<file path="config.mk">
export PLATFORM = sky130hd
export DESIGN_NAME = external_memory_bus_pins
export DESIGN_NICKNAME = d
export VERILOG_FILES = /design/src/common/ext_bus_pkg.sv /design/src/hdl/external_memory_bus_pins.sv
export SDC_FILE = /design/constraint.sdc
export NUM_CORES = 1
export LEC_CHECK = 0
export ABC_AREA = 1
export ABC_CLOCK_PERIOD_IN_PS = 2250
export BUFFER_PORTS_ARGS = -buffer_cell sky130_fd_sc_hd__buf_4
export CAP_MARGIN = 25
export CORE_MARGIN = 4
export CORE_UTILIZATION = 45
export DETAILED_ROUTE_END_ITERATION = 10
export GPL_ROUTABILITY_DRIVEN = 0
export GPL_TIMING_DRIVEN = 0
export PLACE_DENSITY = 0.74
export SKIP_CTS_REPAIR_TIMING = 1
export SYNTH_ARGS = -nofsm -noshare
export SYNTH_HDL_FRONTEND = slang
export SYNTH_SLANG_ARGS = --single-unit
</file>
<file path="constraint.sdc">
create_clock -name i_clk -period 2.25 [get_ports i_clk]
set_input_delay 0.225 -clock i_clk [delete_from_list [all_inputs] [get_ports i_clk]]
set_output_delay 0.225 -clock i_clk [all_outputs]
set_load 0.02 [all_outputs]
</file>
<file path="src/common/ext_bus_pkg.sv">
// Shared constants and types for the external memory bus pin block
package ext_bus_pkg;
  localparam int ADDR_W = 24;
  localparam int DATA_W = 16;
  localparam int SEG_W = 8;
  localparam int SEG_LSB = 16;
  localparam int WAIT_W = 4;
  localparam logic [1:0] STRAP_SETTLE = 2'h2;
  localparam logic [7:0] BYTE_ZERO = 8'h00;
  localparam logic [7:0] BYTE_ONES = 8'hff;
  localparam logic [15:0] WORD_ONES = 16'hffff;
  localparam logic [1:0] SEG_NONE = 2'h0;
  localparam logic [1:0] SEG_TWO = 2'h1;
  localparam logic [1:0] SEG_FOUR = 2'h2;
  localparam logic [1:0] SEG_EIGHT = 2'h3;
  localparam logic [7:0] SEG_MASK_TWO = 8'h03;
  localparam logic [7:0] SEG_MASK_FOUR = 8'h0f;
  typedef enum logic [1:0] {
    ST_IDLE = 2'b00,
    ST_ADDR = 2'b01,
    ST_STROBE = 2'b10,
    ST_HOLD = 2'b11
  } bus_state_e;
endpackage

</file>
<file path="src/hdl/external_memory_bus_pins.sv">
// External memory bus pin sequencer: strobes, address latch, port muxing, strap
// Overview of operation
// - Each segment port bit is separately an input or an output, and an input bit has its driver off.
// - With the external bus on, the segment select picks the segment port bits that carry address lines from A16: none, bits 0-1, 0-3 or 0-7 (A16 to A23).
// - The read strobe is asserted on every external instruction fetch or data read.
// - In plain write mode the write strobe is asserted on every external data write.
// - In low-byte mode the write strobe fires only for low-byte writes on a 16-bit bus, but on every write on an 8-bit bus.
// - With ready enabled, a high ready input during an access keeps adding wait states until it goes low.
// - An address latch strobe is driven so that outside latches can capture the multiplexed address.
// - The fetch strap is sampled around reset; low selects external code fetch, high internal memory.
// - In demultiplexed mode the shared port carries D0-D7 low, D8-D15 high at 16 bits, else general I/O high.
// - In demultiplexed mode the low address port drives the 16-bit low address.
`timescale 1ns/1ps
`default_nettype none
module external_memory_bus_pins (
  input wire logic i_clk,
  input wire logic i_rst_n,
  input wire logic i_ext_bus_en,
  input wire logic i_bus_mux,
  input wire logic i_bus_16bit,
  input wire logic i_write_strobe_mode_select,
  input wire logic i_ready_en,
  input wire logic [ext_bus_pkg::WAIT_W-1:0] i_wait_states,
  input wire logic [1:0] i_seg_sel,
  input wire logic i_acc_req,
  input wire logic i_acc_write,
  input wire logic i_acc_low_byte,
  input wire logic [ext_bus_pkg::ADDR_W-1:0] i_acc_addr,
  input wire logic [ext_bus_pkg::DATA_W-1:0] i_acc_wdata,
  output logic o_acc_done,
  output logic [ext_bus_pkg::DATA_W-1:0] o_acc_rdata,
  input wire logic [ext_bus_pkg::SEG_W-1:0] i_seg_gpio_dir,
  input wire logic [ext_bus_pkg::SEG_W-1:0] i_seg_gpio_out,
  input wire logic [ext_bus_pkg::DATA_W-1:0] i_shared_gpio_dir,
  input wire logic [ext_bus_pkg::DATA_W-1:0] i_shared_gpio_out,
  input wire logic [ext_bus_pkg::DATA_W-1:0] i_low_addr_gpio_dir,
  input wire logic [ext_bus_pkg::DATA_W-1:0] i_low_addr_gpio_out,
  input wire logic [ext_bus_pkg::SEG_W-1:0] i_segment_port_in,
  output logic [ext_bus_pkg::SEG_W-1:0] o_segment_port_out,
  output logic [ext_bus_pkg::SEG_W-1:0] o_segment_port_oe,
  output logic [ext_bus_pkg::SEG_W-1:0] o_segment_port_sync,
  input wire logic [ext_bus_pkg::DATA_W-1:0] i_shared_addr_data_port_in,
  output logic [ext_bus_pkg::DATA_W-1:0] o_shared_addr_data_port_out,
  output logic [ext_bus_pkg::DATA_W-1:0] o_shared_addr_data_port_oe,
  output logic [ext_bus_pkg::DATA_W-1:0] o_shared_port_sync,
  output logic [ext_bus_pkg::DATA_W-1:0] o_low_address_port_out,
  output logic [ext_bus_pkg::DATA_W-1:0] o_low_address_port_oe,
  output logic o_read_strobe_n,
  output logic o_low_byte_write_strobe_n,
  output logic o_addr_latch,
  input wire logic i_ready,
  input wire logic i_external_fetch_strap_n,
  output logic o_boot_external,
  output logic o_boot_valid
);
  import ext_bus_pkg::*;
  // Pin synchronisers; first stages feed only the second stages
  logic [SEG_W-1:0] seg_meta_reg, seg_sync_reg;
  logic [DATA_W-1:0] shr_meta_reg, shr_sync_reg;
  logic ready_meta_reg, ready_sync_reg, strap_meta_reg, strap_sync_reg;

  always_ff @(posedge i_clk or negedge i_rst_n) begin
    if (!i_rst_n) begin
      seg_meta_reg <= '0;
      seg_sync_reg <= '0;
      shr_meta_reg <= '0;
      shr_sync_reg <= '0;
      ready_meta_reg <= 1'b0;
      ready_sync_reg <= 1'b0;
      strap_meta_reg <= 1'b1;
      strap_sync_reg <= 1'b1;
    end else begin
      seg_meta_reg <= i_segment_port_in;
      seg_sync_reg <= seg_meta_reg;
      shr_meta_reg <= i_shared_addr_data_port_in;
      shr_sync_reg <= shr_meta_reg;
      ready_meta_reg <= i_ready;
      ready_sync_reg <= ready_meta_reg;
      strap_meta_reg <= i_external_fetch_strap_n;
      strap_sync_reg <= strap_meta_reg;
    end
  end

  // Strap capture after release, once the synchroniser holds a real sample
  logic [1:0] strap_cnt_reg, strap_cnt_next;
  logic boot_ext_reg, boot_ext_next, boot_valid_reg, boot_valid_next;

  always_comb begin
    strap_cnt_next = strap_cnt_reg;
    boot_ext_next = boot_ext_reg;
    boot_valid_next = boot_valid_reg;
    if (!boot_valid_reg) begin
      if (strap_cnt_reg == STRAP_SETTLE) begin
        boot_ext_next = !strap_sync_reg;
        boot_valid_next = 1'b1;
      end else begin
        strap_cnt_next = strap_cnt_reg + 2'h1;
      end
    end
  end

  always_ff @(posedge i_clk or negedge i_rst_n) begin
    if (!i_rst_n) begin
      strap_cnt_reg <= '0;
      boot_ext_reg <= 1'b0;
      boot_valid_reg <= 1'b0;
    end else begin
      strap_cnt_reg <= strap_cnt_next;
      boot_ext_reg <= boot_ext_next;
      boot_valid_reg <= boot_valid_next;
    end
  end

  // Access sequencer; configuration frozen for the length of an access
  bus_state_e state_reg, state_next;
  logic [ADDR_W-1:0] addr_reg, addr_next;
  logic [DATA_W-1:0] wdata_reg, wdata_next, rdata_reg, rdata_next;
  logic [WAIT_W-1:0] wait_cnt_reg, wait_cnt_next;
  logic wr_reg, wr_next, low_reg, low_next, done_reg, done_next;
  logic mux_reg, mux_next, wide_reg, wide_next, lbmode_reg, lbmode_next;
  logic rdy_en_reg, rdy_en_next, bus_en_reg, bus_en_next, take;
  logic [1:0] seg_sel_reg, seg_sel_next;

  always_comb begin
    take = (state_reg == ST_IDLE) && i_acc_req && i_ext_bus_en;
    state_next = state_reg;
    addr_next = addr_reg;
    wdata_next = wdata_reg;
    rdata_next = rdata_reg;
    wait_cnt_next = wait_cnt_reg;
    wr_next = wr_reg;
    low_next = low_reg;
    done_next = 1'b0;
    mux_next = mux_reg;
    wide_next = wide_reg;
    lbmode_next = lbmode_reg;
    rdy_en_next = rdy_en_reg;
    bus_en_next = bus_en_reg;
    seg_sel_next = seg_sel_reg;
    unique case (state_reg)
      ST_IDLE: begin
        mux_next = i_bus_mux;
        wide_next = i_bus_16bit;
        lbmode_next = i_write_strobe_mode_select;
        rdy_en_next = i_ready_en;
        bus_en_next = i_ext_bus_en;
        seg_sel_next = i_seg_sel;
        if (take) begin
          addr_next = i_acc_addr;
          wdata_next = i_acc_wdata;
          wr_next = i_acc_write;
          low_next = i_acc_low_byte;
          state_next = ST_ADDR;
        end
      end
      ST_ADDR: begin
        wait_cnt_next = i_wait_states;
        state_next = ST_STROBE;
      end
      ST_STROBE: begin
        if (wait_cnt_reg != '0) begin
          wait_cnt_next = wait_cnt_reg - WAIT_W'(1);
        end else if (!(rdy_en_reg && ready_sync_reg)) begin
          rdata_next = wide_reg ? shr_sync_reg : {BYTE_ZERO, shr_sync_reg[7:0]};
          state_next = ST_HOLD;
        end
      end
      ST_HOLD: begin
        done_next = 1'b1;
        state_next = ST_IDLE;
      end
    endcase
  end

  always_ff @(posedge i_clk or negedge i_rst_n) begin
    if (!i_rst_n) begin
      state_reg <= ST_IDLE;
      addr_reg <= '0;
      wdata_reg <= '0;
      rdata_reg <= '0;
      wait_cnt_reg <= '0;
      wr_reg <= 1'b0;
      low_reg <= 1'b0;
      done_reg <= 1'b0;
      mux_reg <= 1'b0;
      wide_reg <= 1'b0;
      lbmode_reg <= 1'b0;
      rdy_en_reg <= 1'b0;
      bus_en_reg <= 1'b0;
      seg_sel_reg <= SEG_NONE;
    end else begin
      state_reg <= state_next;
      addr_reg <= addr_next;
      wdata_reg <= wdata_next;
      rdata_reg <= rdata_next;
      wait_cnt_reg <= wait_cnt_next;
      wr_reg <= wr_next;
      low_reg <= low_next;
      done_reg <= done_next;
      mux_reg <= mux_next;
      wide_reg <= wide_next;
      lbmode_reg <= lbmode_next;
      rdy_en_reg <= rdy_en_next;
      bus_en_reg <= bus_en_next;
      seg_sel_reg <= seg_sel_next;
    end
  end

  // Pin drive computed from next state so every pin is a flop output
  logic [SEG_W-1:0] seg_out_reg, seg_out_next, seg_oe_reg, seg_oe_next, seg_mask;
  logic [DATA_W-1:0] shr_out_reg, shr_out_next, shr_oe_reg, shr_oe_next;
  logic [DATA_W-1:0] la_out_reg, la_out_next, la_oe_reg, la_oe_next;
  logic rd_n_reg, rd_n_next, wr_n_reg, wr_n_next, ale_reg, ale_next, data_phase;

  always_comb begin
    data_phase = (state_next == ST_STROBE) || (state_next == ST_HOLD);
    unique case (bus_en_next ? seg_sel_next : SEG_NONE)
      SEG_NONE: seg_mask = BYTE_ZERO;
      SEG_TWO: seg_mask = SEG_MASK_TWO;
      SEG_FOUR: seg_mask = SEG_MASK_FOUR;
      SEG_EIGHT: seg_mask = BYTE_ONES;
    endcase
    seg_out_next = (seg_mask & addr_next[SEG_LSB +: SEG_W]) | (~seg_mask & i_seg_gpio_out);
    seg_oe_next = seg_mask | i_seg_gpio_dir;
    la_out_next = i_low_addr_gpio_out;
    la_oe_next = i_low_addr_gpio_dir;
    shr_out_next = i_shared_gpio_out;
    shr_oe_next = i_shared_gpio_dir;
    if (bus_en_next && !mux_next) begin
      la_out_next = addr_next[15:0];
      la_oe_next = WORD_ONES;
      shr_out_next[7:0] = wdata_next[7:0];
      shr_oe_next[7:0] = (data_phase && wr_next) ? BYTE_ONES : BYTE_ZERO;
      if (wide_next) begin
        shr_out_next[15:8] = wdata_next[15:8];
        shr_oe_next[15:8] = (data_phase && wr_next) ? BYTE_ONES : BYTE_ZERO;
      end
    end else if (bus_en_next) begin
      // Idle multiplexed bus floats AD so slow devices can release it
      shr_out_next[7:0] = (state_next == ST_ADDR) ? addr_next[7:0] : wdata_next[7:0];
      shr_oe_next[7:0] = ((state_next == ST_ADDR) || (data_phase && wr_next)) ? BYTE_ONES : BYTE_ZERO;
      if (wide_next) begin
        shr_out_next[15:8] = (state_next == ST_ADDR) ? addr_next[15:8] : wdata_next[15:8];
        shr_oe_next[15:8] = shr_oe_next[7:0];
      end else begin
        shr_out_next[15:8] = addr_next[15:8];
        shr_oe_next[15:8] = BYTE_ONES;
      end
    end
    rd_n_next = !((state_next == ST_STROBE) && !wr_next);
    wr_n_next = !((state_next == ST_STROBE) && wr_next && (!lbmode_next || !wide_next || low_next));
    ale_next = (state_next == ST_ADDR);
  end

  always_ff @(posedge i_clk or negedge i_rst_n) begin
    if (!i_rst_n) begin
      seg_out_reg <= '0;
      seg_oe_reg <= '0;
      shr_out_reg <= '0;
      shr_oe_reg <= '0;
      la_out_reg <= '0;
      la_oe_reg <= '0;
      rd_n_reg <= 1'b1;
      wr_n_reg <= 1'b1;
      ale_reg <= 1'b0;
    end else begin
      seg_out_reg <= seg_out_next;
      seg_oe_reg <= seg_oe_next;
      shr_out_reg <= shr_out_next;
      shr_oe_reg <= shr_oe_next;
      la_out_reg <= la_out_next;
      la_oe_reg <= la_oe_next;
      rd_n_reg <= rd_n_next;
      wr_n_reg <= wr_n_next;
      ale_reg <= ale_next;
    end
  end

  assign o_acc_done = done_reg;
  assign o_acc_rdata = rdata_reg;
  assign o_segment_port_out = seg_out_reg;
  assign o_segment_port_oe = seg_oe_reg;
  assign o_segment_port_sync = seg_sync_reg;
  assign o_shared_addr_data_port_out = shr_out_reg;
  assign o_shared_addr_data_port_oe = shr_oe_reg;
  assign o_shared_port_sync = shr_sync_reg;
  assign o_low_address_port_out = la_out_reg;
  assign o_low_address_port_oe = la_oe_reg;
  assign o_read_strobe_n = rd_n_reg;
  assign o_low_byte_write_strobe_n = wr_n_reg;
  assign o_addr_latch = ale_reg;
  assign o_boot_external = boot_ext_reg;
  assign o_boot_valid = boot_valid_reg;

  chk_seg_input_hiz: assert property (@(posedge i_clk) disable iff (!i_rst_n)
    (!i_ext_bus_en && state_reg == ST_IDLE) |=> (o_segment_port_oe == $past(i_seg_gpio_dir)))
    else $error("segment port enable does not follow direction");
  chk_seg_addr_lines: assert property (@(posedge i_clk) disable iff (!i_rst_n)
    (state_reg == ST_STROBE && bus_en_reg && seg_sel_reg == SEG_EIGHT)
      |-> (o_segment_port_out == addr_reg[23:16] && o_segment_port_oe == BYTE_ONES))
    else $error("segment port not carrying upper address");
  chk_read_strobe_on: assert property (@(posedge i_clk) disable iff (!i_rst_n)
    (state_reg == ST_ADDR && !wr_reg) |=> (!o_read_strobe_n && o_low_byte_write_strobe_n))
    else $error("read strobe missing on read access");
  chk_write_plain: assert property (@(posedge i_clk) disable iff (!i_rst_n)
    (state_reg == ST_ADDR && wr_reg && !lbmode_reg) |=> (!o_low_byte_write_strobe_n && o_read_strobe_n))
    else $error("write strobe missing in plain mode");
  chk_write_low_mode: assert property (@(posedge i_clk) disable iff (!i_rst_n)
    (state_reg == ST_ADDR && wr_reg && lbmode_reg) |=> (o_low_byte_write_strobe_n == $past(wide_reg && !low_reg)))
    else $error("low byte write strobe wrong");
  chk_ready_extends: assert property (@(posedge i_clk) disable iff (!i_rst_n)
    (state_reg == ST_STROBE && wait_cnt_reg == '0 && rdy_en_reg && ready_sync_reg)
      |=> (state_reg == ST_STROBE && !(o_read_strobe_n && o_low_byte_write_strobe_n && !lbmode_reg)))
    else $error("ready high did not extend access");
  chk_ale_single: assert property (@(posedge i_clk) disable iff (!i_rst_n)
    take |=> o_addr_latch ##1 (!o_addr_latch && state_reg == ST_STROBE))
    else $error("address latch pulse malformed");
  chk_boot_capture: assert property (@(posedge i_clk) disable iff (!i_rst_n)
    $rose(o_boot_valid) |-> (o_boot_external == !$past(strap_sync_reg)))
    else $error("fetch strap captured wrongly");
  chk_demux_data_low: assert property (@(posedge i_clk) disable iff (!i_rst_n)
    (state_reg == ST_STROBE && bus_en_reg && !mux_reg && wr_reg)
      |-> (o_shared_addr_data_port_out[7:0] == wdata_reg[7:0] && o_shared_addr_data_port_oe[7:0] == BYTE_ONES))
    else $error("demultiplexed write data not driven");
  chk_mux_addr_phase: assert property (@(posedge i_clk) disable iff (!i_rst_n)
    (state_reg == ST_ADDR && mux_reg) |-> (o_shared_addr_data_port_out[7:0] == addr_reg[7:0]))
    else $error("multiplexed address phase wrong");
  chk_demux_low_addr: assert property (@(posedge i_clk) disable iff (!i_rst_n)
    (state_reg == ST_STROBE && bus_en_reg && !mux_reg)
      |-> (o_low_address_port_out == addr_reg[15:0] && o_low_address_port_oe == WORD_ONES))
    else $error("low address port not driving address");
  chk_strobes_idle: assert property (@(posedge i_clk) disable iff (!i_rst_n)
    (state_reg == ST_IDLE || state_reg == ST_HOLD) |-> (o_read_strobe_n && o_low_byte_write_strobe_n))
    else $error("strobe active outside access");
endmodule
`default_nettype wire

</file>
# Word-level counts from Yosys, hierarchy flattened
# Index checks and enable logic that the tools add are counted.
[classes]
add_sub_neg = 2
n_mul = 0
div_mod_pow = 0
magnitude_cmp = 0
n_eq_ne = 11
n_shift = 0
muxes = 39
bitwise = 9
n_reduce_logical = 27
[ops]
columns = ["operator", "count"]
rows = [
  ["$mux W16", 9],
  ["$mux W8", 8],
  ["$mux W24", 2],
  ["$pmux W8 S4", 1],
  ["$and A8 B8 Y8", 2],
  ["$or A8 B8 Y8", 2],
  ["$eq A2 B2 Y1 const B", 7],
  ["$mux W1", 11],
  ["$mux W2", 5],
  ["$logic_and A1 B1 Y1", 8],
  ["$not A8 Y8", 1],
  ["$pmux W2 S4", 1],
  ["$pmux W4 S2", 1],
  ["$logic_not A1 Y1", 7],
  ["$eq A2 B1 Y1 const B", 3],
  ["$reduce_and A2 Y1", 3],
  ["$logic_not A2 Y1", 2],
  ["$logic_or A1 B1 Y1", 4],
  ["$mux W4", 1],
  ["$not A1 Y1", 4],
  ["$reduce_bool A4 Y1", 1],
  ["$sub A4 B1 Y4 const B", 1],
  ["$reduce_and A3 Y1", 1],
  ["$add A2 B1 Y2 const B", 1],
  ["other kinds (2)", 2],
]
[word_totals]
regBits = 211
latchBits = 0
mem_bits_rw = 0
mem_bits_ro = 0
word_cells = 122
memories = 0

# Logic depth before layout (Yosys ltp)
[logic_depth]
depth_word = 13
ltp_mapped = 14
mapped_depth_nobuf = 13

# Least setup slack after synthesis
# OpenSTA, ideal clock, no wires.
[synth_timing]
path_type = "flip-flop to flip-flop"
startpoint = "register state_reg[0]"
endpoint = "register shr_oe_reg[10] (netlist: o_shared_addr_data_port_oe[10])"
arrival_ps = 1703
slack_ps = 419
path_stages_with_launch = 12
path_buffers = 3
synth_period_minus_slack_ps = 1831
path_cell_list = "dfrtp_1 -> inv_1 -> ha_1 -> buf_4 -> nand2_2 -> inv_2 -> a21oi_4 -> nor2_4 -> buf_6 -> buf_4 -> a22oi_1 -> nand2_1"
[synth_between]
elab_chain_cells = 13
elab_cells_between_ends = 29
classes_between = "6 x eq/ne; 15 x mux; 8 x reduce/logical"
[synth_rtl]
columns = ["item", "line_no", "source"]
rows = [
  ["from (decl)", "external_memory_bus_pins.sv:115", "bus_state_e state_reg, state_next;"],
  ["from (signal assigned)", "external_memory_bus_pins.sv:192", "state_reg <= state_next;"],
  ["$logic_not A2 Y1", "external_memory_bus_pins.sv:125, external_memory_bus_pins.sv:140", ""],
  ["$logic_and A1 B1 Y1 (2 in series)", "external_memory_bus_pins.sv:125", "take = (state_reg == ST_IDLE) && i_acc_req && i_ext_bus_en;"],
  ["$mux W2", "external_memory_bus_pins.sv:148", "if (take) begin"],
  ["$pmux W2 S4", "external_memory_bus_pins.sv:140", "unique case (state_reg)"],
  ["$eq A2 B2 Y1", "external_memory_bus_pins.sv:216", "data_phase = (state_next == ST_STROBE) || (state_next == ST_HOLD);"],
  ["$logic_or A1 B1 Y1", "external_memory_bus_pins.sv:216", ""],
  ["$logic_and A1 B1 Y1", "external_memory_bus_pins.sv:236, external_memory_bus_pins.sv:241", ""],
  ["$logic_or A1 B1 Y1", "external_memory_bus_pins.sv:241", "shr_oe_next[7:0] = ((state_next == ST_ADDR) || (data_phase && wr_next)) ? BYTE_ONES : BYTE_ZERO;"],
  ["$mux W8", "external_memory_bus_pins.sv:241", ""],
  ["$mux W8", "external_memory_bus_pins.sv:242", "if (wide_next) begin"],
  ["$mux W16", "external_memory_bus_pins.sv:238", "end else if (bus_en_next) begin"],
  ["$mux W16 (*)", "external_memory_bus_pins.sv:229", "if (bus_en_next && !mux_next) begin"],
  ["net shr_oe_next[10]", "external_memory_bus_pins.sv:211", "logic [DATA_W-1:0] shr_out_reg, shr_out_next, shr_oe_reg, shr_oe_next;"],
  ["to (signal assigned)", "external_memory_bus_pins.sv:270", "shr_oe_reg <= shr_oe_next;"],
  ["to (decl)", "external_memory_bus_pins.sv:211", ""],
]
# Mark *: on every way through the listed nets, which the timed path passes. The rest lies on a longest branch.
# A chain may end at the register's enable or synchronous reset.

# Final worst setup path
[layout_timing]
startpoint = "register state_reg[0]"
endpoint = "register shr_out_reg[0] (netlist: o_shared_addr_data_port_out[0])"
[layout_between]
elab_chain_cells = 9
elab_cells_between_ends = 22
classes_between = "4 x eq/ne; 13 x mux; 5 x reduce/logical"
[layout_rtl]
columns = ["item", "line_no", "source"]
rows = [
  ["$logic_not A2 Y1", "external_memory_bus_pins.sv:125, external_memory_bus_pins.sv:140", ""],
  ["$logic_and A1 B1 Y1 (2 in series)", "external_memory_bus_pins.sv:125", ""],
  ["$mux W2", "external_memory_bus_pins.sv:148", ""],
  ["$pmux W2 S4 (*)", "external_memory_bus_pins.sv:140", ""],
  ["net state_next[0]", "external_memory_bus_pins.sv:115", ""],
  ["$eq A2 B1 Y1 (*)", "external_memory_bus_pins.sv:240", "shr_out_next[7:0] = (state_next == ST_ADDR) ? addr_next[7:0] : wdata_next[7:0];"],
  ["$mux W8 (*)", "external_memory_bus_pins.sv:240", ""],
  ["$mux W16 (*)", "external_memory_bus_pins.sv:238", ""],
  ["$mux W16 (*)", "external_memory_bus_pins.sv:229", ""],
  ["net shr_out_next[0]", "external_memory_bus_pins.sv:211", ""],
  ["to (signal assigned)", "external_memory_bus_pins.sv:269", "shr_out_reg <= shr_out_next;"],
  ["to (decl)", "external_memory_bus_pins.sv:211", ""],
]
# Marks and branches as above.

==> results.ini <==
[timing]
fin_skew_ns = 0.008650
relSlewSlack_pct = 48.73
hold_violations = 4
fmax_mhz = 472.8
drv_slew = 0
finalWorstPathRequiredPeriod_ns = 2.115
setup_viol = 0
tightest_slew_ns = 0.7690
hold_ws_ns = -0.006041
period_share_pct = 94.01

[drt]
avgRoutedWirePerCell_um = 16.61
vias = 6959
drc = 0
vias_per_cell = 4.826
drt_pass1_iterations = 4
drtAntennaViolNets = 0
drtIter0Drc = 329
totalWireLength_um = 23950

[setup_path]
path_max_fanout = 10
max_stage_delay_ns = 0.39
crit_type = reg -> reg
cp.required_ns = 2.62
critPathBufInv = 3
worst_setup_path_end_kind = flip-flop
cpMaxStageDelayCell = dfrtp_1
worstPathCellList = inv_1 -> ha_1 -> buf_6 -> nand2_2 -> nor2_4 -> nor2_1 -> nand2_1 -> nand2_2 -> clkbuf_4 -> o211ai_1 -> nand3_1
cp_top_family = simple AND/OR/NAND/NOR gates
crit_top_cell = nand2_2
start_kind = flip-flop
worstPathArrival_ns = 2.49

[global_route]
grt_use_total_pct = 21.52
grt_pass1_wl_um = 33820
gr-total-overflow = 0
grt_max_degree = 108
grt_pass1_vias = 6403
grt_antenna_before_repair = 0

[finish]
fin_util_pct = 70.88
final_cell_mix = buf_4 (292), nand2_1 (285), dfrtp_1 (207)
syn_to_final_growth_pct = 54.66
layout_commonest_cell = buf_4
seq_area_um2 = 5285
drive_above_1_share_pct = 32.24
multi_input_area_um2 = 2310
fin_nets = 1371
n_fill_cell = 1257
largest_reg_flops = 24

[placed_design]
dp_hpwl_um = 15910
portBuffers = 287

[power_and_ir_drop]
power_frac_comb_pct = 43.3
switchingPower_w = 0.006157
clockPowerShare_pct = 22.2
netSwitchingFraction_pct = 38.60
p_int_w = 0.009792
powerDensity_nw_per_um2 = 1305
seqPwrFrac_pct = 34.5
peakVddDrop_uv = 1024
power.leakage_nw = 6.347
power_w = 0.01595

[floorplan]
fp.coreArea_um2 = 17240
start_util_pct = 45.83
dieArea_um2 = 19740
pin_count = 288
fp.dieW_um = 140.5
rows = 48
die_y_um = 140.5

[synthesis]
synth_cells = 779
ys_ff_latch = 211
synth_ff_type = dfrtp_1
ys_seq_area_share_pct = 66.91
synthDistinctLibCells = 33
async_flop_share_pct = 100.0
synth_area_um2 = 7899
avgSynthCellArea_um2 = 10.14
synthesis.nets = 948
synth_edf_count = 0
yosysWarnings = 0

[hold_path]
hold_path_class = in -> reg

[flow_run]
cap_violations = 0

[run_status]
violations = negative hold slack
outcome = complete, but fails checks

[clock_tree]
numCtsBuffers = 23
insertion_delay_ns = 0.50
cts-root-buf = clkbuf_16
htreeDepth = 1
cts_tree = done
path_clk_slew_ns = 0.06
clock_sinks = 211
clockBufferDepth = 3

## worst reg2reg max path, stage by stage, from the launching register on
cell and delay [ns]:
dfrtp_1 0.39, inv_1 0.11, ha_1 0.18, buf_6 0.16, nand2_2 0.09, nor2_4 0.16
nor2_1 0.07, nand2_1 0.12, nand2_2 0.16, clkbuf_4 0.24, o211ai_1 0.20, nand3_1 0.10
## routing by layer
metal | wire length, µm | vias to the layer above | global-route usage [%]
li1 | - | 3307 | -
met1 | 9289 | 3335 | 26.88
met2 | 12030 | 275 | 36.42
met3 | 2080 | 42 | 6.555
met4 | 549 | 0 | 6.119
met5 | 0 | - | 0
## logic make-up after synthesis
family / count (synthesis) / share of synthesized area (%)
compound gates: 75 / 5.924
buf+inv: 74 / 4.229
xor+xnor: 3 / 0.3327
flops: 211 / 66.91
fa+ha+maj: 7 / 1.109
simple gates: 409 / 21.50
## cell usage after synthesis (3+ instances only)
master,n,area share [%]
inv_1,39,1.9
buf_4,3,0.29
clkbuf_1,7,0.33
or2_1,18,1.4
or2_2,16,1.3
nand2_1,289,14
nor2_1,41,1.9
inv_2,4,0.19
dfstp_2,4,1.3
a31oi_1,20,1.6
dfrtp_1,207,66
a22oi_1,8,0.76
buf_6,3,0.43
buf_2,15,0.95
ha_1,7,1.1
o211ai_1,11,1.0
nand3_1,36,2.3
o21ai_0,29,1.8
## through the flow
step,cell area (µm²),worst slack [ns],TNS [ns],hold WS (ns),instances
finish,12220,0.1348,0,-0.006041,1442
global route,12210,-0.01688,-0.02231,0.002196,1441
CTS,11070,-0.1543,-1.196,-0.2186,1331
detailed placement,10370,-0.1442,-1.099,0.3094,1292
global placement,10330,-0.5150,-105.11,0.3318,1291
floorplan,7899,0.4191,0,-0.07059,779
## final timing paths
| path | from | cells past startpoint | endpoint | slack, ns |
|---|---|---|---|---|
| min in group asynchronous | i_rst_n | 2 | o_segment_port_oe[4] | 0.36 |
| setup reg to reg | state_reg[0] | 11 | o_shared_addr_data_port_out[0] | 0.13 |
| setup / recovery | state_reg[0] | 11 | o_shared_addr_data_port_out[0] | 0.13 |
| max in group asynchronous | i_rst_n | 3 | o_segment_port_sync[4] | 0.91 |
| hold / removal | i_wait_states[2] | 3 | wait_cnt_reg[2] | -0.006 |
| hold reg to reg | shr_meta_reg[13] | 0 | o_shared_port_sync[13] | 0.34 |
## power groups by stage
stage	clock [W]	combinational, W	sequential (W)
2_1_floorplan	0	0.00298	0.00651
3_3_place_gp	0	0.00646	0.00551
3_5_place_dp	0	0.00659	0.00556
4_1_cts	0.00361	0.00662	0.00550
5_1_grt	0.00379	0.00756	0.00564
6_report	0.00354	0.00690	0.00551
## layout make-up
| type | instances | area share, % |
|---|---|---|
| Clock buffer | 30 | 5.172 |
| Inverter | 44 | 1.372 |
| Antenna cell | 1 | 0.02048 |
| Timing Repair Buffer | 399 | 26.94 |
| Tap cell | 225 | 2.304 |
| Multi-Input combinational cell | 494 | 18.91 |
| Sequential cell | 211 | 43.26 |
| Buffer | 29 | 1.434 |
| Clock inverter | 9 | 0.5940 |
(Power assumes the default switching activity.)
